$ cat src/core/ptp_ts_cfg.svh
// Constants for the precision-time stamp ports: field positions, timer limits
// and clock figures shared by both ends.
// Assumes it is included by its bare name, before the package.
`ifndef PTP_TS_CFG_SVH
`define PTP_TS_CFG_SVH

// Stamp word layout
`define STAMP_W 128
`define TOD_NS_LSB 0
`define TOD_NS_MSB 31
`define TOD_SEC_LSB 32
`define TOD_SEC_MSB 79
`define CF_LSB 0
`define CF_MSB 63
`define TAG_LSB 80
`define TAG_MSB 95
`define CF_FRAC_BITS 16

// Timer limits
`define NS_PER_SEC 33'h3b9aca00
`define NS_WRAP_MAX 32'h3b9ac9ff

// Core clock and timer clock divider
`define CLK_PERIOD_NS 25
`define TIMER_HALF_DIV 2

`endif

$ cat src/core/ptp_ts_pkg.sv
// Types for the stamp ports: register state of each end.
// Assumes ptp_ts_cfg.svh is on the include path.
`default_nettype none
`include "ptp_ts_cfg.svh"

package ptp_ts_pkg;

    typedef logic [`STAMP_W-1:0] stamp_t;

    // Stamp side state
    typedef struct packed {
        logic tod_clk_prev;
        logic cf_clk_prev;
        logic [47:0] tod_sec;
        logic [31:0] tod_ns;
        logic [63:0] cf_time;
        stamp_t tx_word;
        logic tx_valid;
        stamp_t rx_word;
        logic rx_valid;
    } mac_state_s;

    // Timer source and stamp consumer state
    typedef struct packed {
        logic [7:0] div_cnt;
        logic timer_clk;
        logic [47:0] sec;
        logic [31:0] ns;
        logic [63:0] cf;
        logic [15:0] tx_tag;
        logic [63:0] tx_time;
        logic tx_seen;
        logic [79:0] rx_time;
        logic rx_seen;
    } client_state_s;

endpackage : ptp_ts_pkg

`default_nettype wire

$ cat src/core/ptp_ts_if.sv
// Interface joining the stamp-producing end and the client/timer end.
// Assumes both ends run on the same core clock.
`timescale 1ns/1ps
`default_nettype none

interface ptp_ts_if;
    import ptp_ts_pkg::*;

    // Time-of-day timer with its own clock
    logic tod_clk;
    logic [47:0] tod_sec;
    logic [31:0] tod_ns;
    // Correction-field timer with its own clock
    logic cf_clk;
    logic [63:0] cf_timer;
    // Stamp streams
    stamp_t tx_stamp_word;
    logic tx_stamp_valid;
    stamp_t rx_stamp_word;
    logic rx_stamp_valid;

    modport mac (
        input tod_clk, tod_sec, tod_ns, cf_clk, cf_timer,
        output tx_stamp_word, tx_stamp_valid, rx_stamp_word, rx_stamp_valid
    );

    modport client (
        output tod_clk, tod_sec, tod_ns, cf_clk, cf_timer,
        input tx_stamp_word, tx_stamp_valid, rx_stamp_word, rx_stamp_valid
    );

endinterface : ptp_ts_if

`default_nettype wire

$ cat src/core/ptp_ts_mac_end.sv
// Stamp end: samples both system timers and issues transmit and receive
// stamp words on two dedicated streams, each with a one-cycle valid.
// Assumes clk_i is the core output clock and all inputs are synchronous to
// it; timer clocks are sampled as ordinary inputs.
`timescale 1ns/1ps
`default_nettype none
`include "ptp_ts_cfg.svh"

module ptp_ts_mac_end
    import ptp_ts_pkg::*;
#(
    parameter int TAG_W = 16,
    parameter int SEC_W = 48,
    parameter int NS_W = 32
) (
    // Clock and reset
    input wire logic clk_i,
    input wire logic rst_i,
    // Format select: low time-of-day, high correction field
    input wire logic format_cf_i,
    // Transmit frame event with its command tag
    input wire logic tx_frame_done_i,
    input wire logic [15:0] tx_tag_i,
    // Receive frame event
    input wire logic rx_frame_done_i,
    // Link side
    ptp_ts_if.mac link
);

    // The word layout is fixed; other widths cannot be served
    generate
        if (TAG_W != 16) begin : g_bad_tag
            $error("TAG_W must be 16");
        end
        if (SEC_W != 48) begin : g_bad_sec
            $error("SEC_W must be 48");
        end
        if (NS_W != 32) begin : g_bad_ns
            $error("NS_W must be 32");
        end
    endgenerate

    // Builds a stamp word from the sampled timer values.
    // Reserved fields always read as zero so a client that ignores
    // them and one that checks them both behave.
    function automatic stamp_t pack_stamp(
        input logic fmt_cf,
        input logic [47:0] sec,
        input logic [31:0] ns,
        input logic [63:0] cf,
        input logic [15:0] tag,
        input logic with_tag
    );
        stamp_t w;
        w = '0;
        if (fmt_cf) begin
            // Full 64-bit correction value, upper bits stay zero apart from the tag
            w[`CF_MSB:`CF_LSB] = cf;
        end else begin
            // Seconds above nanoseconds
            w[`TOD_NS_MSB:`TOD_NS_LSB] = ns;
            w[`TOD_SEC_MSB:`TOD_SEC_LSB] = sec;
        end
        if (with_tag) begin
            // Tag position is the same in both formats
            w[`TAG_MSB:`TAG_LSB] = tag;
        end
        return w;
    endfunction : pack_stamp

    mac_state_s st;
    mac_state_s next_st;
    logic tod_rise;
    logic cf_rise;

    // Rising edges of the two timer clocks
    assign tod_rise = link.tod_clk & ~st.tod_clk_prev;
    assign cf_rise = link.cf_clk & ~st.cf_clk_prev;

    // Next-state logic
    always_comb begin
        next_st = st;
        next_st.tod_clk_prev = link.tod_clk;
        next_st.cf_clk_prev = link.cf_clk;

        // Timer fields are only trusted at their own clock's edge
        if (tod_rise) begin
            next_st.tod_sec = link.tod_sec;
            next_st.tod_ns = link.tod_ns;
        end
        if (cf_rise) begin
            next_st.cf_time = link.cf_timer;
        end

        // Valids drop after one cycle unless another frame follows
        next_st.tx_valid = 1'b0;
        next_st.rx_valid = 1'b0;

        // Transmit stamp uses the value sampled before this cycle
        if (tx_frame_done_i) begin
            next_st.tx_word = pack_stamp(format_cf_i, st.tod_sec, st.tod_ns,
                                         st.cf_time, tx_tag_i, 1'b1);
            next_st.tx_valid = 1'b1;
        end

        // Every received frame gets its own stamp, no tag
        if (rx_frame_done_i) begin
            next_st.rx_word = pack_stamp(format_cf_i, st.tod_sec, st.tod_ns,
                                         st.cf_time, 16'h0000, 1'b0);
            next_st.rx_valid = 1'b1;
        end
    end

    // State register on the core clock
    always_ff @(posedge clk_i or posedge rst_i) begin
        if (rst_i) begin
            st <= '0;
        end else begin
            st <= next_st;
        end
    end

    // Transmit stamp stream, separate from frame data
    assign link.tx_stamp_word = st.tx_word;
    assign link.tx_stamp_valid = st.tx_valid;

    // Receive stamp stream on the core clock
    assign link.rx_stamp_word = st.rx_word;
    assign link.rx_stamp_valid = st.rx_valid;

endmodule : ptp_ts_mac_end

`default_nettype wire

$ cat src/flat_wrapper.sv
// flat-port wrapper written by rule: the top's interface ports become plain ports
module ptp_ts_mac_end_flat import ptp_ts_pkg::*;
#(
    parameter int TAG_W = 16,
    parameter int SEC_W = 48,
    parameter int NS_W = 32
)
  (clk_i, rst_i, format_cf_i, tx_frame_done_i, tx_tag_i, rx_frame_done_i, link_tod_clk, link_tod_sec, link_tod_ns, link_cf_clk, link_cf_timer, link_tx_stamp_word, link_tx_stamp_valid, link_rx_stamp_word, link_rx_stamp_valid);
  ptp_ts_if link_i ();
  input wire logic clk_i;
  input wire logic rst_i;
  input wire logic format_cf_i;
  input wire logic tx_frame_done_i;
  input wire logic [15:0] tx_tag_i;
  input wire logic rx_frame_done_i;
  input wire logic [$bits(link_i.tod_clk)-1:0] link_tod_clk;
  input wire logic [$bits(link_i.tod_sec)-1:0] link_tod_sec;
  input wire logic [$bits(link_i.tod_ns)-1:0] link_tod_ns;
  input wire logic [$bits(link_i.cf_clk)-1:0] link_cf_clk;
  input wire logic [$bits(link_i.cf_timer)-1:0] link_cf_timer;
  output wire logic [$bits(link_i.tx_stamp_word)-1:0] link_tx_stamp_word;
  output wire logic [$bits(link_i.tx_stamp_valid)-1:0] link_tx_stamp_valid;
  output wire logic [$bits(link_i.rx_stamp_word)-1:0] link_rx_stamp_word;
  output wire logic [$bits(link_i.rx_stamp_valid)-1:0] link_rx_stamp_valid;
  assign link_i.tod_clk = link_tod_clk;
  assign link_i.tod_sec = link_tod_sec;
  assign link_i.tod_ns = link_tod_ns;
  assign link_i.cf_clk = link_cf_clk;
  assign link_i.cf_timer = link_cf_timer;
  assign link_tx_stamp_word = link_i.tx_stamp_word;
  assign link_tx_stamp_valid = link_i.tx_stamp_valid;
  assign link_rx_stamp_word = link_i.rx_stamp_word;
  assign link_rx_stamp_valid = link_i.rx_stamp_valid;
  ptp_ts_mac_end #(.TAG_W(TAG_W), .SEC_W(SEC_W), .NS_W(NS_W)) u_core (.clk_i(clk_i), .rst_i(rst_i), .format_cf_i(format_cf_i), .tx_frame_done_i(tx_frame_done_i), .tx_tag_i(tx_tag_i), .rx_frame_done_i(rx_frame_done_i), .link(link_i));
endmodule
$ cat config.mk
export PLATFORM = sky130hd
export DESIGN_NAME = ptp_ts_mac_end_flat
export DESIGN_NICKNAME = d
export VERILOG_FILES = /design/src/core/ptp_ts_pkg.sv /design/src/core/ptp_ts_if.sv /design/src/core/ptp_ts_mac_end.sv /design/src/flat_wrapper.sv
export VERILOG_INCLUDE_DIRS = /design/src /design/src/core
export SDC_FILE = /design/constraint.sdc
export NUM_CORES = 1
export LEC_CHECK = 0
export BUFFER_PORTS_ARGS = -buffer_cell sky130_fd_sc_hd__buf_2
export CELL_PAD_IN_SITES_DETAIL_PLACEMENT = 1
export CELL_PAD_IN_SITES_GLOBAL_PLACEMENT = 2
export CORE_MARGIN = 10
export CORE_UTILIZATION = 32
export CTS_BUF_LIST = sky130_fd_sc_hd__clkbuf_8
export CTS_CLUSTER_SIZE = 40
export DETAILED_ROUTE_END_ITERATION = 10
export HOLD_SLACK_MARGIN = 0.1
export PLACE_DENSITY = 0.77
export REMOVE_ABC_BUFFERS = 1
export SETUP_SLACK_MARGIN = 0.1
export SYNTH_ARGS = -nofsm -noshare
export SYNTH_HDL_FRONTEND = slang
export SYNTH_SLANG_ARGS = --single-unit
$ cat constraint.sdc
create_clock -name clk_i -period 9.72 [get_ports clk_i]
set_clock_uncertainty 0.2 [all_clocks]
set_input_delay 0.972 -clock clk_i [delete_from_list [all_inputs] [get_ports clk_i]]
set_output_delay 0.972 -clock clk_i [all_outputs]
set_load 0.02 [all_outputs]
==> metrics.yaml, run 1 <==
vias: 8655
yosys_register_bits: 324
hold_viol: 0
ys_warn_count: 0
cts.sinks: 324
crit_buf_inv: 4
irDropWorstVdd_mv: 0.1961
setup_viol: 0
fin_crit_ns: 2.934
power_w: 0.003825
grt_first_pass_wirelength_mm: 60.63
cts_max_level: 2
drv_slew: 0
path_cells: "buf_2, inv_8, buf_4, buf_4"
gp_congestion: 0.7487
grtUsageTotal_pct: 13.63
clock_path_buffers: 3
worst_pin_slew_ns: 1.035
antenna_found_initial: 4
p_leak_nw: 8.311
cts_resized: 0
nets: 1517
final_cell_mix: "341 x buf_2, 324 x dfrtp_1, 140 x mux2_4"
critPathLaunch: "rst_i"
p_sw_w: 0.001124
drive_above_1_share_pct: 45.96
clkPwrFrac_pct: 37.0
hold_buffers: 0
place_ws_ns: 5.928
drt_iter0_markers: 248
cp-start-kind: "input port"
fin_tns_setup_ns: 0
gr-total-overflow: 0
arrival_ns: 3.37
crit_required_ns: 10.16
worst_path_max_delay_cell: "buf_4"
slew_headroom_pct: 31.00
syn_avg_cell_area_um2: 12.97
hold-worst-slack_ns: 0.2828
busiest_layer: "met2"
cts_tree: "done"
grt_use_met3_pct: 4.230
dieArea_um2: 56590
power.density_nw_per_um2: 226.4
yosysUniqueCellTypes: 15
critPathMostFrequentCell: "buf_4"
dp_hpwl_mm: 27.29
viasPerCell: 4.317
crit_path_max_incr_delay_ns: 0.88
dr.pass1.iters: 4
max_freq_ghz: 0.3408
utilization_pct: 36.13
setup.worst_path.end_class: "async pin"
rows: 79
final.setup.worst_slack_ns: 6.786
core_um2: 46750
drc: 0
syn_to_final_growth_pct: 11.21
yosys-top-cells-area: "dfrtp_1 53%, mux2_4 14%, buf_4 13%, a21oi_1 4.2%, mux2i_1 4.2%"
grt_max_degree: 105
synthesis.area_um2: 15190
grt_pass1_vias: 10010
cap_violations: 0
worstHoldStart: "link_tod_clk"
start_util_pct: 32.49
port_buffers: 344
ant_nets: 0
routed_wl_mm: 39.51
clk_latency_ns: 0.63
intPower_w: 0.002701
ios: 425
hp-class: "in -> reg"
p_comb_share_pct: 19.2
cts.clk_slew.worst_paths_ns: 0.06
synth.top_cell.area_share_pct: 53.37
cts_buffers: 58
seqPwrFrac_pct: 43.8
cts_setup_buffers: 0
synth_seq_area_share_pct: 53.37
path_max_fanout: 104
crit_family: "buffers and inverters"
status: "finished, final reports clean"
layout_commonest_cell: "buf_2"
met2_usage_pct: 22.61
fin_crit_sh_pct: 30.19
timing.rr.start: "u_core.st[403]$_DFF_PP0_"
synth_top_area_cell: "dfrtp_1"
synthCells: 1171
wire_per_inst_um: 19.71
swShare_pct: 29.38
clockRootBuffer: "clkbuf_8"
fp.dieH_um: 237.9
crit_type: "in -> async"
fp.dieW_um: 237.9
met1_usage_pct: 16.47
rsz0062_at_grt: "no"
## flip-flops by register name (all words and copies together) (netlist names)
register / count
u_core.st: 146
u_core.link.tx_stamp_valid: 1
u_core.link.rx_stamp_word: 80
u_core.link.rx_stamp_valid: 1
u_core.link.tx_stamp_word: 96
## synth_stat cells, drive strengths merged
| cell type | number |
|---|---|
| dfrtp | 324 |
| mux2 | 192 |
| mux2i | 64 |
| nor2 | 128 |
| nor2b | 18 |
| conb | 1 |
| buf | 307 |
| clkbuf | 8 |
| a21oi | 128 |
| inv | 1 |
## cell families after synthesis
logic type	share of synthesized area (%)
simple gates	4.003
flops	53.37
other cells	0.02469
mux	21.91
buf+inv	16.47
compound gates	4.217
## path summary, 6_finish.rpt
check | endpoint | slack, ns | cells past startpoint
min reg2reg | u_core.link.tx_stamp_word[95]$_DFFE_PP0P_ | 0.30 | 1
max reg2reg | u_core.st[385]$_DFFE_PP0P_ | 6.94 | 4
min in group asynchronous | u_core.link.tx_stamp_word[93]$_DFFE_PP0P_ | 0.29 | 2
min | u_core.st[403]$_DFF_PP0_ | 0.28 | 1
max in group clk_i | u_core.st[385]$_DFFE_PP0P_ | 6.88 | 5
max | u_core.st[373]$_DFFE_PP0P_ | 6.79 | 4
## per-stage QoR
step                std cells  cell area, µm²
CTS                      2004           16890
global route             2005           16890
global placement         1897           15570
floorplan                 935           12990
finish                   2005           16890
detailed placement       1897           15570
## final cells by class
type | instances | area (µm²)
Antenna cell | 1 | 2.502
Clock buffer | 77 | 1060
Clock inverter | 30 | 260.3
Fill cell | 5157 | 29860
Inverter | 1 | 11.26
Multi-Input combinational cell | 610 | 4877
Sequential cell | 324 | 8108
Tap cell | 607 | 759.5
Timing Repair Buffer | 355 | 1815
## layer usage
layer	routed length, µm	part of all wire (%)
met3	2775	7.0
met5	23	0.058
met2	19100	48
met1	16790	43
met4	817	2.1
## power groups by stage
stage	Clock, W	Combinational [W]	Sequential, W
after CTS	0.00148	0.000750	0.00168
after global placement	0	0.000729	0.00169
final	0.00141	0.000735	0.00168
after global routing	0.00154	0.000797	0.00170
after detailed placement	0	0.000747	0.00170
after floorplan	0	0.000331	0.00181
Power figures use the tool's default switching activity.
==> run 2: changes to the inputs <==
Settings changed: CORE_UTILIZATION 32 to 35, PLACE_DENSITY 0.77 to 0.8.
Clock period 9.72 ns to 2.97 ns, I/O delays scaled along.
==> run 2 against run 1 <==
Effect of this change: power increased to 3.2 times the previous value; first-iteration DRC count rose by 56%; sequential power grew to 3.3 times the previous value; global-route usage up 2.6 points.
==> metrics.yaml, run 2 (synthesis gave the netlist of run 1 again) <==
status: "finished, final reports clean"
syn_to_final_growth_pct: 21.94
wire_per_inst_um: 20.21  # +2.6%
vias: 9478  # +9.5%
top_register: "u_core.st"
irDropWorstVdd_mv: 0.2954  # +51%
cp-start-kind: "input port"
crit_required_ns: 3.28  # -6.88 ns
rsz0062_at_grt: "no"
antenna_found_initial: 0  # -4
fp.dieH_um: 228.3  # -4.0%
fin_cells: 2144  # +6.9%
cts_max_level: 2  # unchanged
cts_tree: "done"
drt_iter0_markers: 386  # +56%
place_ws_ns: 1.174  # -4.755 ns
hp-class: "in -> async"
dp_hpwl_mm: 27.48  # +0.71%
routed_wl_mm: 43.33  # +9.7%
crit_path_max_incr_delay_ns: 0.56  # -0.32 ns
crit_family: "buffers and inverters"
grtUsageTotal_pct: 16.28  # +2.6 points
cts_setup_buffers: 0  # unchanged
final.setup.worst_slack_ns: 1.141  # -5.644 ns
max_freq_ghz: 0.5469
gp_congestion: 0.7582  # +1.3%
cts_buffers: 56  # -3.4%
dieArea_um2: 52130  # -7.9%
ios: 425  # unchanged
placed_cells: 1889  # -0.42%
drive_above_1_share_pct: 41.12  # -4.8 points
ant_nets: 0  # unchanged
final_cell_mix: "341 x buf_2, 324 x dfrtp_1, 168 x dlygate4sd3_1"
crit_type: "in -> reg"
fp.dieW_um: 228.3  # -4.0%
worst_pin_slew_ns: 0.7621  # -0.2729 ns
drc: 0  # unchanged
grt_first_pass_wirelength_mm: 67.76  # +12%
arrival_ns: 2.14  # -1.23 ns
grt_max_degree: 92  # -12%
worst_path_max_delay_cell: "dlygate4sd3_1"
start_util_pct: 35.34  # +2.9 points
p_leak_nw: 8.967  # +7.9%
hold_viol: 0  # unchanged
clockRootBuffer: "clkbuf_8"
dr.pass1.iters: 4  # unchanged
crit_buf_inv: 3  # -1
fin_tns_setup_ns: 0  # unchanged
cts.clk_slew.worst_paths_ns: 0.06  # about the same
port_buffers: 344  # unchanged
layout_commonest_cell: "buf_2"
path_cells: "dlygate4sd3_1, buf_6, buf_4, nor2_1, a21oi_1"
rows: 76  # -3.8%
path_max_fanout: 49  # -53%
grt_pass1_vias: 11250  # +12%
core_um2: 42980  # -8.1%
clk_latency_ns: 0.64  # about the same
largest_reg_flops: 146  # unchanged
fill_cells: 4683  # -9.2%
setup.worst_path.end_class: "flop"
cap_violations: 0  # unchanged
cts.sinks: 324  # unchanged
fin_crit_ns: 1.829
drv_slew: 0  # unchanged
fin_crit_sh_pct: 61.57
power_w: 0.01216  # +220%
slew_headroom_pct: 49.19  # +18 points
viasPerCell: 4.421  # +2.4%
clock_path_buffers: 3  # unchanged
setup_viol: 0  # unchanged
power.density_nw_per_um2: 656.4  # +190%
diodes: 0  # -1
gr-total-overflow: 0  # unchanged
nets: 1697  # +12%
==> run 2: where the power goes <==
| part | switching, W | internal, W |
|---|---|---|
| logic | 0.00148 | 0.00119 |
| clock network | 0.00185 | 0.00216 |
| registers | 0.000404 | 0.00508 |
==> run 2: worst paths after layout <==
check,slack (ns),end,startpoint,cells after the start
setup reg to reg,1.20,u_core.st[321]$_DFFE_PP0P_,u_core.st[402]$_DFF_PP0_,3
hold reg to reg,0.30,u_core.st[400]$_DFFE_PP0P_,u_core.st[400]$_DFFE_PP0P_,1
min in group clk_i,0.23,u_core.st[341]$_DFFE_PP0P_,link_tod_ns[19],3
hold / removal,0.17,u_core.st[355]$_DFFE_PP0P_,rst_i,3
setup / recovery,1.14,u_core.link.tx_stamp_word[42]$_DFFE_PP0P_,tx_frame_done_i,5
max in group asynchronous,1.63,u_core.link.rx_stamp_word[35]$_DFFE_PP0P_,rst_i,4
==> run 2: repair_timing <==
action | in CTS | in global routing
hold buffers | 168 | 0
endpoints found under the hold margin | 468 | 0
resized for setup | 0 | 0
==> run 2: cell type report <==
type | count | area [µm²] | area share (%)
multi-input cells | 610 | 4877 | 26.33
inverters | 1 | 11.26 | 0.06079
clock buffers | 66 | 908.4 | 4.904
clock inverters | 21 | 147.6 | 0.7970
well taps | 585 | 732.0 | 3.951
flip-flops and latches | 324 | 8108 | 43.77
repair buffers | 537 | 3740 | 20.19
==> run 2: through the flow <==
step                util (%)  hold slack (ns)  cell area, µm²
floorplan                  -           0.1284           12990
global placement       36.73           0.2237           15790
detailed placement     36.73           0.2228           15790
CTS                    43.10           0.1283           18520
global route           43.10           0.1850           18520
finish                 43.10           0.1689           18520
==> run 2: layer usage <==
metal | vias to the layer above | global-route usage [%] | wire length, µm
met2 | 312 | 28.88 | 22100
li1 | 4287 | - | -
met3 | 85 | 5.088 | 2877
met5 | - | 0 | 0
met4 | 0 | 5.145 | 1132
met1 | 4794 | 18.27 | 17220
==> run 2: tightest hold or removal path, delay by kind of cell <==
family / cells / cell delay, ns
buffers and inverters: 3 / 1.14
==> run 3: changes to the inputs <==
Settings changed: ABC_AREA set to 1, CORE_UTILIZATION 35 to 28, PLACE_DENSITY 0.8 to 0.77.
Clock period 2.97 ns to 1.55 ns, I/O delays scaled along.
==> run 3 against run 2 <==
Effect of this change: die area is 26% higher; sequential share of layout area decreased by 9.0 points; sequential cell count stayed put; final cell count increased by 55%; first-iteration DRC count grew 78%; critical endpoint is now link_tx_stamp_word[48]; synthesized cell count up 63%; worst setup slack lost 1.2 ns; global-route usage up 3.3 points; routed wire length grew 51%; the flow now finishes with violations (negative hold slack, negative setup slack).
==> metrics.yaml, run 3 <==
ys_warn_count: 0  # unchanged
setup_viol: 24  # +24
top_register: "u_core.st"
clock_path_buffers: 3  # unchanged
fp.dieH_um: 256.0  # +12%
crit_buf_inv: 1  # -2
synth_top_family_by_area: "simple AND/OR/NAND/NOR gates"
final_area_um2: 23340  # +26%
grt_pass1_vias: 16940  # +51%
yosys.area_share.simple_pct: 28.68  # +25 points
synth_seq_area_share_pct: 51.97  # -1.4 points
syn_to_final_growth_pct: 49.59
fin_tns_setup_ns: -0.3082  # -0.3082 ns
rows: 86  # +13%
ant_nets: 0  # unchanged
power_w: 0.02564  # +110%
rsz0062_at_grt: "yes"
worst_path_max_delay_cell: "dfrtp_1"
intPower_w: 0.01751  # +110%
crit_path_max_incr_delay_ns: 0.44  # -0.12 ns
worst_pin_slew_ns: 0.5085  # -0.2536 ns
grt_first_pass_wirelength_mm: 101.0  # +49%
seqCellArea_um2: 8109  # about the same
drc: 0  # unchanged
clockRootBuffer: "clkbuf_8"
drt_iter0_markers: 689  # +78%
cts_tree: "done"
crit_family: "flip-flops"
clkPwrFrac_pct: 34.9  # +2.0 points
ios: 425  # unchanged
arrival_ns: 1.24  # -0.90 ns
cts.sinks: 324  # unchanged
placedInstanceArea_um2: 16780  # +6.3%
crit_required_ns: 1.19  # -2.09 ns
status: "finished, violations left"
largest_reg_flops: 146  # unchanged
synthArstFlopShare_pct: 100.0  # unchanged
power.density_nw_per_um2: 1099  # +67%
port_buffers: 344  # unchanged
fin_crit_ns: 1.590
slew_headroom_pct: 66.10  # +17 points
seqPwrFrac_pct: 40.3  # -4.8 points
gp_congestion: 0.7657  # +0.99%
yosys-top-cells-area: "dfrtp_1 52%, nand2_1 19%, buf_4 13%, nand3_1 9.8%, inv_1 3.1%"
start_util_pct: 28.32  # -7.0 points
setup.worst_path.end_class: "output pin"
fp.dieW_um: 256.0  # +12%
ys_top_cells_by_count: "785 x nand2_1, 324 x dfrtp_1, 304 x nand3_1, 270 x buf_4, 130 x inv_1"
hold-worst-slack_ns: -0.002608  # -0.1715 ns
hp-class: "in -> async"
syn_avg_cell_area_um2: 8.190  # -37%
p_sw_w: 0.008123  # +120%
cts_max_level: 2  # unchanged
crit_type: "reg -> out"
synth_adder_area_share_pct: 0  # unchanged
synth_edf_count: 0  # unchanged
dr.pass1.iters: 7  # +3
dp_hpwl_mm: 37.34  # +36%
irDropWorstVdd_mv: 0.6081  # +110%
synthCells: 1905  # +63%
cap_violations: 0  # unchanged
fill_cells: 6512  # +39%
grt_max_degree: 67  # -27%
cp-start-kind: "flop"
synth_compound_area_share_pct: 0  # -4.2 points
synthFlopType: "dfrtp_1"
violations: "negative hold slack, negative setup slack"
path_max_fanout: 2  # -96%
yosys_register_bits: 324  # unchanged
cts.clk_slew.worst_paths_ns: 0.06  # about the same
max_freq_ghz: 0.6288
final_cell_mix: "784 x nand2_1, 324 x dlygate4sd3_1, 323 x dfrtp_1"
p_comb_share_pct: 24.7  # +2.8 points
r2r_slack_ns: 0.15  # -1.05 ns
p_leak_nw: 12.64  # +41%
dieArea_um2: 65560  # +26%
vias: 14650  # +55%
hold_buffers: 325  # +93%
swShare_pct: 31.68  # +0.99 points
drive_above_1_share_pct: 23.53  # -18 points
multiInputGateArea_um2: 4787  # -1.8%
final.setup.worst_slack_ns: -0.04045  # -1.182 ns
muxShareOfSynthArea_pct: 0  # -22 points
synth_top_area_cell: "dfrtp_1"
synth.top_cell.area_share_pct: 51.97  # -1.4 points
antenna_found_initial: 9  # +9
hold_viol: 9  # +9
synth_xor_xnor_area_share_pct: 0  # unchanged
layout_commonest_cell: "nand2_1"
cts_buffers: 60  # +7.1%
routed_wl_mm: 65.40  # +51%
drv_slew: 0  # unchanged
yosysUniqueCellTypes: 11  # -4
gr-total-overflow: 0  # unchanged
yosysMostFrequentCell: "nand2_1"
viasPerCell: 4.411  # -0.23%
wire_per_inst_um: 19.69  # -2.6%
nets: 2685  # +58%
fin_crit_sh_pct: 102.6
path_cells: "buf_6"
clk_latency_ns: 0.65  # about the same
grtUsageTotal_pct: 19.53  # +3.3 points
core_um2: 55090  # +28%
synthesis.area_um2: 15600  # +2.7%
## run 3: cell types whose count changed after synthesis, sizes merged
cell	delta
a21oi	-128
inv	+133
nand2	+786
buf	+38
nand3	+304
mux2i	-64
clkbuf	+3
nor2	-128
nor2b	-18
mux2	-192
## run 3: final timing paths
| kind | from | end | cells past startpoint |
|---|---|---|---|
| min in group clk_i | link_tod_ns[1] | u_core.st[323]$_DFFE_PP0P_ | 4 |
| hold reg to reg | u_core.st[299]$_DFFE_PP0P_ | u_core.st[299]$_DFFE_PP0P_ | 2 |
| hold / removal | rst_i | u_core.link.tx_stamp_word[85]$_DFFE_PP0P_ | 4 |
| setup reg to reg | u_core.st[403]$_DFF_PP0_ | u_core.st[349]$_DFFE_PP0P_ | 4 |
| max in group asynchronous | rst_i | u_core.st[367]$_DFFE_PP0P_ | 6 |
| setup / recovery | u_core.link.tx_stamp_word[48]$_DFFE_PP0P_ | link_tx_stamp_word[48] | 1 |
## run 3: routing by layer
| metal | global-route usage (%) | vias up | routed length [µm] |
|---|---|---|---|
| met5 | 0 | - | 21 |
| met3 | 3.903 | 98 | 3010 |
| met4 | 5.389 | 4 | 1403 |
| li1 | - | 6768 | - |
| met2 | 36.16 | 378 | 34380 |
| met1 | 22.35 | 7400 | 26580 |
## run 3: logic make-up (layout without fill, tap and decap cells)
group         Yosys count  after routing
other cells             1             86
buf+inv               490           1073
flops                 324            324
simple gates         1090           1090
## run 3: cell type report
type	instances	share of cell area [%]
Timing Repair Buffer	828	32.85
Multi-Input combinational cell	1170	20.51
Clock buffer	82	4.836
Tap cell	748	4.010
Antenna cell	6	0.06433
Inverter	134	2.219
Clock inverter	29	0.7666
Sequential cell	324	34.75
## run 3: power by group through the flow
stage | Clock [W] | Sequential (W) | Combinational [W]
CTS | 0.00923 | 0.0103 | 0.00594
global placement | 0 | 0.0103 | 0.00428
detailed placement | 0 | 0.0103 | 0.00438
global route | 0.00968 | 0.0104 | 0.00690
floorplan | 0 | 0.0109 | 0.00167
finish | 0.00896 | 0.0103 | 0.00634
## run 3: stage by stage
step / instances / setup slack, ns / utilization (%)
after detailed placement: 2766 / 0.1766 / 30.46
after CTS: 3251 / -0.1111 / 41.44
after global placement: 2766 / 0.1965 / 30.46
final: 3321 / -0.04045 / 42.36
after floorplan: 1628 / -7.775 / -
after global routing: 3321 / -0.09992 / 42.36
## run 3: timing repair
item                                    4_1_cts  5_1_grt
gates resized for setup                     356        3
hold endpoints to repair                    648      138
endpoints found under the setup margin      178      180
buffers inserted                             49       64
